==> config.mk <==
export PLATFORM = sky130hd
export DESIGN_NAME = rid_datapath
export DESIGN_NICKNAME = d
export VERILOG_FILES = /design/src/verilog/rid_pkg.sv /design/src/verilog/rid_rotate_unit.sv /design/src/verilog/rid_datapath.sv
export SDC_FILE = /design/constraint.sdc
export NUM_CORES = 1
export LEC_CHECK = 0
export BUFFER_PORTS_ARGS = -buffer_cell sky130_fd_sc_hd__buf_2
export CAP_MARGIN = 20
export CELL_PAD_IN_SITES_DETAIL_PLACEMENT = 1
export CELL_PAD_IN_SITES_GLOBAL_PLACEMENT = 1
export CORE_ASPECT_RATIO = 1.5
export CORE_UTILIZATION = 38
export CTS_CLUSTER_DIAMETER = 60
export CTS_CLUSTER_SIZE = 8
export DETAILED_ROUTE_END_ITERATION = 7
export MAX_ROUTING_LAYER = met4
export PLACE_DENSITY_LB_ADDON = 0.1
export SLEW_MARGIN = 40
export SYNTH_ARGS = -nofsm -noshare
export SYNTH_HDL_FRONTEND = slang
export SYNTH_SLANG_ARGS = --single-unit
==> constraint.sdc <==
create_clock -name ref_clk -period 2.5 [get_ports ref_clk]
set_input_delay 0.125 -clock ref_clk [delete_from_list [all_inputs] [get_ports ref_clk]]
set_output_delay 0.125 -clock ref_clk [all_outputs]
set_load 0.005 [all_outputs]
==> src/verilog/rid_pkg.sv <==
`default_nettype none
package rid_pkg;
    // Opcode fields: top six bits of the 16-bit instruction word
    localparam logic [5:0] OPC_ROT_LEFT_PLAIN = 6'h11; // 0100 01
    localparam logic [5:0] OPC_ROT_RIGHT_CARRY = 6'h0c; // 0011 00
    localparam int         OPC_MSB    = 15;
    localparam int         OPC_LSB    = 10;
    localparam int         DEST_BIT   = 9;
    localparam int         ACCESS_BIT = 8;
    localparam int         FILE_MSB   = 7;
    // Access bank split and indexed literal offset limit
    localparam logic [7:0] ACCESS_SPLIT    = 8'h60;
    localparam logic [7:0] INDEXED_LIMIT   = 8'h5f;
    localparam logic [3:0] ACCESS_HIGH_BANK = 4'hf;
    localparam logic [7:0] RESET_BYTE      = 8'h00;
    localparam logic [1:0] PHASE_FIRST     = 2'h0;
    localparam logic [1:0] PHASE_LAST      = 2'h3;

    typedef enum logic [1:0] {
        RID_DECODE  = 2'b00,
        RID_READ    = 2'b01,
        RID_PROCESS = 2'b11,
        RID_WRITE   = 2'b10
    } rid_phase_type;
endpackage
`default_nettype wire

==> src/verilog/rid_rotate_unit.sv <==
`timescale 1ns/1ps
`default_nettype none
module rid_rotate_unit #(
    parameter int WIDTH = 8
) (
    input  wire logic [WIDTH-1:0] operand,
    input  wire logic             carry_in,
    input  wire logic             right_thru_carry,
    output logic      [WIDTH-1:0] result,
    output logic                  carry_out,
    output logic                  negative,
    output logic                  zero
);
    always_comb begin
        if (right_thru_carry) begin
            result    = {carry_in, operand[WIDTH-1:1]};     // RQ2
            carry_out = operand[0];                         // RQ2
        end else begin
            result    = {operand[WIDTH-2:0], operand[WIDTH-1]}; // RQ1
            carry_out = carry_in;                           // RQ1
        end
        negative = result[WIDTH-1];
        zero     = (result == '0);
    end
endmodule
`default_nettype wire

==> src/verilog/rid_datapath.sv <==
`timescale 1ns/1ps
`default_nettype none
// Summary of operation
// [RQ1] Opcode 0100 01da rotates left, bit 7 into bit 0, carry untouched, N and Z updated.
// [RQ2] Opcode 0011 00da rotates right via carry, bit 0 to carry, carry to bit 7, C N Z updated.
// [RQ3] Destination bit clear writes the working register, set writes the file register back.
// [RQ4] Access bit clear selects the access bank, set joins bank_pointer to the file field.
// [RQ5] Access bit clear with extended set on treats file fields up to 95 as indexed offsets.
// [RQ6] Each rotate is one word taking one cycle of four phases: decode, read, compute, write.
module rid_datapath (
    input  wire logic        ref_clk,
    input  wire logic        rstn,
    input  wire logic [15:0] instr_word,
    input  wire logic        extended_enable,
    input  wire logic [3:0]  bank_pointer,
    input  wire logic [7:0]  index_base,
    input  wire logic [7:0]  file_rdata,
    output logic      [11:0] file_addr,
    output logic             file_read,
    output logic             file_write,
    output logic      [7:0]  file_wdata,
    output logic      [7:0]  work_reg,
    output logic             carry_flag,
    output logic             negative_flag,
    output logic             zero_flag,
    output logic             rotate_active,
    output logic      [1:0]  phase,
    output logic             instr_done
);
    rid_pkg::rid_phase_type state;
    rid_pkg::rid_phase_type next_state;

    logic [5:0]  in_opcode;
    logic        in_access;
    logic [7:0]  in_field;
    logic        hit_left;
    logic        hit_right;
    logic        hit_rotate;
    logic        dest_file;
    logic        is_left;
    logic        is_right;
    logic        is_rotate;
    logic        write_slot;
    logic [7:0]  operand;
    logic [7:0]  rot_result;
    logic        rot_carry;
    logic        rot_neg;
    logic        rot_zero;
    logic [11:0] next_addr;

    // Fields of the word on offer; only acted on in the decode phase
    assign in_opcode  = instr_word[rid_pkg::OPC_MSB:rid_pkg::OPC_LSB];
    assign in_access  = instr_word[rid_pkg::ACCESS_BIT];
    assign in_field   = instr_word[rid_pkg::FILE_MSB:0];
    assign hit_left   = (in_opcode == rid_pkg::OPC_ROT_LEFT_PLAIN);  // RQ1
    assign hit_right  = (in_opcode == rid_pkg::OPC_ROT_RIGHT_CARRY); // RQ2
    assign hit_rotate = hit_left || hit_right;

    // Latched kind drives the rest of the cycle, never a stale live word
    assign is_rotate  = is_left || is_right;
    assign write_slot = (state == rid_pkg::RID_WRITE) && is_rotate;

    always_comb begin
        case (state)
            rid_pkg::RID_DECODE:  next_state = rid_pkg::RID_READ;
            rid_pkg::RID_READ:    next_state = rid_pkg::RID_PROCESS;
            rid_pkg::RID_PROCESS: next_state = rid_pkg::RID_WRITE;
            rid_pkg::RID_WRITE:   next_state = rid_pkg::RID_DECODE;
            default:              next_state = rid_pkg::RID_DECODE;
        endcase
    end

    // Four phases per instruction cycle
    always_ff @(posedge ref_clk or negedge rstn) begin
        if (!rstn) begin
            state <= rid_pkg::RID_DECODE;
            phase <= rid_pkg::PHASE_FIRST;
        end else begin
            state <= next_state; // RQ6
            case (next_state)
                rid_pkg::RID_DECODE:  phase <= 2'h0;
                rid_pkg::RID_READ:    phase <= 2'h1;
                rid_pkg::RID_PROCESS: phase <= 2'h2;
                default:              phase <= rid_pkg::PHASE_LAST;
            endcase
        end
    end

    // Decode: latch the opcode kind
    always_ff @(posedge ref_clk or negedge rstn) begin
        if (!rstn) begin
            is_left  <= 1'b0;
            is_right <= 1'b0;
        end else if (state == rid_pkg::RID_DECODE) begin
            is_left  <= hit_left;  // RQ1
            is_right <= hit_right; // RQ2
        end
    end

    always_ff @(posedge ref_clk or negedge rstn) begin
        if (!rstn) begin
            dest_file <= 1'b0;
        end else if (state == rid_pkg::RID_DECODE) begin
            dest_file <= instr_word[rid_pkg::DEST_BIT]; // RQ3
        end
    end

    // Formed from the live word so the address is ready for the read phase
    always_comb begin
        if (in_access) begin
            next_addr = {bank_pointer, in_field}; // RQ4
        end else if (extended_enable && in_field <= rid_pkg::INDEXED_LIMIT) begin
            // Wraps within 8 bits; base pointer high part is outside this block
            next_addr = {4'h0, 8'(index_base + in_field)}; // RQ5
        end else if (in_field >= rid_pkg::ACCESS_SPLIT) begin
            next_addr = {rid_pkg::ACCESS_HIGH_BANK, in_field}; // RQ4
        end else begin
            next_addr = {4'h0, in_field}; // RQ4
        end
    end

    // Held through the write-back, which lands in the next phase 0
    always_ff @(posedge ref_clk or negedge rstn) begin
        if (!rstn) begin
            file_addr <= 12'h000;
        end else if (state == rid_pkg::RID_DECODE && hit_rotate) begin
            file_addr <= next_addr; // RQ4 RQ5
        end
    end

    // Strobe and a valid address share the read phase
    always_ff @(posedge ref_clk or negedge rstn) begin
        if (!rstn) begin
            file_read <= 1'b0;
        end else begin
            file_read <= (state == rid_pkg::RID_DECODE) && hit_rotate; // RQ6
        end
    end

    always_ff @(posedge ref_clk or negedge rstn) begin
        if (!rstn) begin
            operand <= rid_pkg::RESET_BYTE;
        end else if (state == rid_pkg::RID_READ) begin
            operand <= file_rdata; // RQ6
        end
    end

    // High from read to write; low again once the result lands
    always_ff @(posedge ref_clk or negedge rstn) begin
        if (!rstn) begin
            rotate_active <= 1'b0;
        end else if (state == rid_pkg::RID_DECODE) begin
            rotate_active <= hit_rotate; // RQ6
        end else if (state == rid_pkg::RID_WRITE) begin
            rotate_active <= 1'b0;
        end
    end

    rid_rotate_unit #(
        .WIDTH (8)
    ) u_rot (
        .operand          (operand),
        .carry_in         (carry_flag),
        .right_thru_carry (is_right),
        .result           (rot_result),
        .carry_out        (rot_carry),
        .negative         (rot_neg),
        .zero             (rot_zero)
    );

    always_ff @(posedge ref_clk or negedge rstn) begin
        if (!rstn) begin
            instr_done <= 1'b0;
        end else begin
            instr_done <= write_slot; // RQ6
        end
    end

    always_ff @(posedge ref_clk or negedge rstn) begin
        if (!rstn) begin
            negative_flag <= 1'b0;
            zero_flag     <= 1'b0;
        end else if (write_slot) begin
            negative_flag <= rot_neg;  // RQ1 RQ2
            zero_flag     <= rot_zero; // RQ1 RQ2
        end
    end

    // Left rotate leaves carry alone
    always_ff @(posedge ref_clk or negedge rstn) begin
        if (!rstn) begin
            carry_flag <= 1'b0;
        end else if (write_slot && is_right) begin
            carry_flag <= rot_carry; // RQ2
        end
    end

    always_ff @(posedge ref_clk or negedge rstn) begin
        if (!rstn) begin
            work_reg <= rid_pkg::RESET_BYTE;
        end else if (write_slot && !dest_file) begin
            work_reg <= rot_result; // RQ3
        end
    end

    // Pulse lines up with the address still held from this cycle
    always_ff @(posedge ref_clk or negedge rstn) begin
        if (!rstn) begin
            file_write <= 1'b0;
        end else begin
            file_write <= write_slot && dest_file; // RQ3
        end
    end

    always_ff @(posedge ref_clk or negedge rstn) begin
        if (!rstn) begin
            file_wdata <= rid_pkg::RESET_BYTE;
        end else if (write_slot && dest_file) begin
            file_wdata <= rot_result; // RQ3
        end
    end
endmodule
`default_nettype wire

== After elaboration in Yosys (flattened, before gate mapping) ==
Index checks and enable logic that the tools add are counted.
Operators by class
  add/sub/neg operators: 1
  multipliers: 0
  div/mod/pow operators: 0
  $lt $le $gt $ge: 2
  equality and inequality tests: 7
  shift operators: 0
  multiplexer cells: 8
  bitwise gates (word level): 0
  reduce and logical (&&, ||, !) cells: 14
Operators by type and width (count)
  12-bit 2-to-1 mux: 3
  8-bit adder: 1
  8-bit by 7-bit greater-or-equal comparator with 1-bit output (second input constant): 1
  8-bit by 7-bit <= comparator with 1-bit output (second input constant): 1
  8-bit logical NOT: 1
  8-bit 2-to-1 mux: 1
  2-bit case mux with 4 select lines: 1
  2-bit == test (second input constant): 3
  6-bit by 4-bit == test with 1-bit output (second input constant): 1
  6-bit by 5-bit == test with 1-bit output (second input constant): 1
  1-bit logical AND: 6
  2-bit case mux with 3 select lines: 1
  2-bit by 1-bit == test with 1-bit output (second input constant): 2
  2-bit logical NOT: 2
  1-bit logical OR: 2
  1-bit 2-to-1 mux: 2
  2-bit AND reduction: 1
  2-bit nonzero test: 1
  1-bit logical NOT: 1
Word-level totals
  register bits: 50
  latch bits: 0
  RAM bits: 0
  memory bits (read-only): 0
  bits of input ports: 39
  output and inout bits: 37
  memories: 0

== Longest topological paths before layout ==
  depth after elaboration: 4
  gate-level depth with buffers: 9

== Cells and area by module ==
A second synthesis with hierarchy kept.
Second synthesis, totals
  cells, all modules: 228
  area total of the unflattened synthesis: 2458.6 sq um
By module, submodules not included
  rid_datapath: instances 1, cells an instance 210, area each 2314.7 sq um, seq. area each 1251.2 sq um
  rid_rotate_unit: instances 1, cells an instance 18, area each 143.9 sq um, seq. area each 0.0 sq um

== Worst setup path after synthesis ==
Ideal clock, no wire load.
  kind: flip-flop to flip-flop
  start point: reg state[0]
  end point: reg file_addr[6]
  setup time: 0.069 ns
  arrival time: 1.800 ns
  data required time: 2.431 ns
  path slack: 0.631 ns
  cell stages (with the launch flop): 7
  clock period less this slack: 1.869 ns
  cell sequence: dfrtp_1 -> inv_1 -> ha_1 -> or3b_1 -> a21o_1 -> or4_1 -> nand3_1
Between the ends
  word-level cells in the longest chain between the ends: 2
RTL lines
  start, declared: RTL line rid_datapath.sv:30  | rid_pkg::rid_phase_type state;
  start signal, assigned: RTL line rid_datapath.sv:76  | state <= rid_pkg::RID_DECODE;
  start signal, assigned: RTL line rid_datapath.sv:79  | state <= next_state;
  2-bit logical NOT: RTL line rid_datapath.sv:126  | end else if (state == rid_pkg::RID_DECODE && hit_rotate) begin
  1-bit logical AND: RTL line rid_datapath.sv:126
  end signal, assigned: RTL line rid_datapath.sv:127  | file_addr <= next_addr;
  end, declared: RTL line rid_datapath.sv:18  | output logic [11:0] file_addr,
No other way between the ends.
A chain may end at the register's enable or synchronous reset.

== Worst setup path after layout ==
  start point: reg state[1]
  end point: reg file_addr[6]
Same word-level chain as after synthesis.

==> impl_metrics.env <==
export IMPL_power_static_leakage_uw=0.00152
export IMPL_critical_path_startpoint_type="flip-flop"
export IMPL_fin_setup_tns_ps=0
export IMPL_grt_use_total=0.182
export IMPL_ys_dominant_reg_cell="sky130_fd_sc_hd__dfrtp_1"
export IMPL_std_cell_rows=35
export IMPL_cts_hold_buf=1
export IMPL_power_share_switching=0.246
export IMPL_grt_start_max_net_pins=51
export IMPL_worstPathMaxFanout=15
export IMPL_seqPwrFrac=0.567
export IMPL_power_internal_uw=1190
export IMPL_ctsHtreeMaxLevel=2
export IMPL_slew_limit_headroom=0.587
export IMPL_synth_cell_type_count=34
export IMPL_detail_route_wl_per_cell_um=13.9
export IMPL_vias_per_cell=5.01
export IMPL_largest_register="file_addr"
export IMPL_netlist_area_mm2=0.00238
export IMPL_cts_max_path_buffers=2
export IMPL_drtPass1Iterations=8
export IMPL_placement_cell_area_mm2=0.00284
export IMPL_most_area_consuming_cells_after_synthesis="sky130_fd_sc_hd__dfrtp_1, sky130_fd_sc_hd__ha_1, sky130_fd_sc_hd__o21ai_0"
export IMPL_postSynthCellCount=227
export IMPL_achievable_freq_mhz=448
export IMPL_cts_resized_gates=0
export IMPL_drv_cap=0
export IMPL_drt_initial_drc_count=60
export IMPL_count_of_flip_flops_with_a_built_in_enable_after_synthesis=0
export IMPL_multi_input_comb_area_mm2=0.00105
export IMPL_cts_num_sinks=50
export IMPL_grt_pass1_wl_um=8880
export IMPL_gr_total_overflow=0
export IMPL_io_buffers=75
export IMPL_timing_worst_slew_pin_value_ps=620
export IMPL_remaining_drc_errors=3
export IMPL_worstSetupEndpointType="flip-flop"
export IMPL_synth_top_cell_by_area="sky130_fd_sc_hd__dfrtp_1"
export IMPL_synth_top_cell_area_share=0.525
export IMPL_fin_crit_sh=0.893
export IMPL_required_ps=2730
export IMPL_outcome="complete, but fails checks"
export IMPL_grt_antenna_before_repair=0
export IMPL_worst_ir_drop_vdd_mv=0.272
export IMPL_slew_violations=0
export IMPL_start_util=0.392
export IMPL_synth_yosys_warnings=0
export IMPL_category_of_the_critical_setup_timing_path="flip-flop to flip-flop"
export IMPL_filler_cell_count=731
export IMPL_gpl_final_weighted_congestion=0.753
export IMPL_crit_arrival_ps=2470
export IMPL_min_delay_path_class="input pin to flip-flop"
export IMPL_setup_violations_final=0
export IMPL_num_io_pins=76
export IMPL_final_nets=357
export IMPL_final_design_area_no_fill_mm2=0.00294
export IMPL_dp_hpwl_um=4200
export IMPL_coreArea_mm2=0.00609
export IMPL_antenna_left=0
export IMPL_postCtsSetupBuffers=0
export IMPL_postSynthNetCount=278
export IMPL_grt_pass1_vias=1972
export IMPL_final_layout_size_suffix_gt1_frac=0.321
export IMPL_cts_reportedPaths_clkPinSlew_ps=80
export IMPL_timing_final_crit_period_ps=2230
export IMPL_final_util=0.482
export IMPL_seq_area_frac_synth=0.525
export IMPL_power_share_clock=0.286
export IMPL_tritoncts_clock_tree="yes"
export IMPL_die_h_um=99.0
export IMPL_setup_skew_after_layout_ps=5.68
export IMPL_avg_cell_area_syn_um2=10.5
export IMPL_detailed_route_wl_um=5260
export IMPL_antenna_cells_inserted=0
export IMPL_num_vias=1898
export IMPL_dieWidth_um=66.7
export IMPL_total_power_density_per_cell_area_mw_per_mm2=538
export IMPL_cts_buffer_count=5
export IMPL_design_power_total_uw=1580
export IMPL_failed_checks="design-rule violations"
export IMPL_netSwitchingPower_uw=388
export IMPL_postSynth_asyncResetShare=1.00
export IMPL_final_hold_violation_count=0
export IMPL_largest_register_ff_count=12
export IMPL_fp_dieArea_mm2=0.00660
export IMPL_seq_area_mm2=0.00125
export IMPL_synthToLayoutAreaGrowth_pct=23.1
export IMPL_rsz0062_at_grt="false"
export IMPL_clock_root_buffer="sky130_fd_sc_hd__clkbuf_8"
export IMPL_worstSkewPairLatency_ps=290
export IMPL_synth_seq_cells=50
export IMPL_p_comb_frac=0.147
==> cell usage in the layout, fill, tap and decap left out, drive strengths merged, types with 2 or more instances in the layout <==
| master | instances |
|---|---|
| buf | 79 |
| dfrtp | 50 |
| nand2 | 35 |
| o21ai | 27 |
| mux2i | 13 |
| inv | 11 |
| ha | 11 |
| mux2 | 10 |
| nand3 | 9 |
| nor2b | 6 |
| nor3 | 6 |
| a21oi | 6 |
| clkbuf | 6 |
| nor2 | 5 |
| a21o | 4 |
| o31ai | 4 |
| a211oi | 4 |
| or2 | 2 |
| nand4bb | 2 |
| o21a | 2 |
| o22ai | 2 |
==> worst paths after layout <==
kind	depth (start not counted)	startpoint	slack, ps	end
worst min register to register	2	file_wdata[5]	480	file_wdata[5]
worst max-delay path	6	state[1]	270	file_addr[6]
max in group asynchronous	3	rstn	1620	file_addr[0]
worst max register to register	6	state[1]	270	file_addr[6]
worst min-delay path	2	file_rdata[3]	60	operand[3]
min in group asynchronous	3	rstn	470	state[1]
==> cells in the mapped netlist, types with 5 or more instances <==
master	instances
sky130_fd_sc_hd__nor2b_1	6
sky130_fd_sc_hd__a21oi_1	6
sky130_fd_sc_hd__nor2_1	5
sky130_fd_sc_hd__mux2i_1	13
sky130_fd_sc_hd__inv_1	11
sky130_fd_sc_hd__dfrtp_1	50
sky130_fd_sc_hd__mux2_2	10
sky130_fd_sc_hd__ha_1	11
sky130_fd_sc_hd__nor3_1	6
sky130_fd_sc_hd__nand3_1	9
sky130_fd_sc_hd__nand2_1	35
sky130_fd_sc_hd__o21ai_0	27
sky130_fd_sc_hd__clkbuf_1	5
==> worst max-delay path, stage by stage (launching register included) <==
cell and delay, ps:
sky130_fd_sc_hd__dfrtp_1 410, sky130_fd_sc_hd__inv_1 90, sky130_fd_sc_hd__ha_1 270, sky130_fd_sc_hd__or3b_1 410, sky130_fd_sc_hd__a21o_1 340, sky130_fd_sc_hd__or4_1 560
sky130_fd_sc_hd__nand3_1 90
==> area by class of cell <==
class | instances | share of cell area
Inverter | 11 | 0.0141
Multi-Input combinational cell | 158 | 0.359
Timing Repair Buffer | 80 | 0.141
Sequential cell | 50 | 0.426
Clock buffer | 6 | 0.0281
Tap cell | 74 | 0.0315
==> stage by stage <==
step	hold slack (ps)	worst slack, ps	cells
6_report	62.4	268	379
5_1_grt	58.5	105	379
4_1_cts	51.2	241	379
3_5_place_dp	269	255	372
3_3_place_gp	276	336	372
2_1_floorplan	-171	631	227
==> power groups by stage <==
stage / logic (µW) / registers [µW] / clock network, µW
global route: 268 / 905 / 496
floorplan: 106 / 912 / 0
finish: 232 / 895 / 452
CTS: 240 / 897 / 475
global placement: 233 / 911 / 0
detailed placement: 238 / 913 / 0
==> cell families (layout without fill, tap and decap cells) <==
| logic type | Yosys count | count (layout) | synth area share |
|---|---|---|---|
| flip-flops | 50 | 50 | 0.525 |
| AO/OA/AOI/OAI | 51 | 51 | 0.127 |
| multiplexers | 23 | 23 | 0.102 |
| adder cells (fa/ha/maj) | 12 | 12 | 0.0661 |
| buffers and inverters | 19 | 97 | 0.0336 |
| AND/OR/NAND/NOR | 71 | 71 | 0.143 |
| XOR/XNOR | 1 | 1 | 0.00367 |
==> metal layers <==
| layer | wire, µm | part of all wire | up-vias | track usage |
|---|---|---|---|---|
| met1 | 1990 | 0.38 | 906 | 0.180 |
| li1 | - | - | 941 | - |
| met2 | 3020 | 0.57 | 44 | 0.344 |
| met5 | 0 | 0 | - | - |
| met4 | 74 | 0.014 | 0 | 0.0540 |
| met3 | 174 | 0.033 | 7 | 0.0324 |
Power figures use the tool's default switching activity.
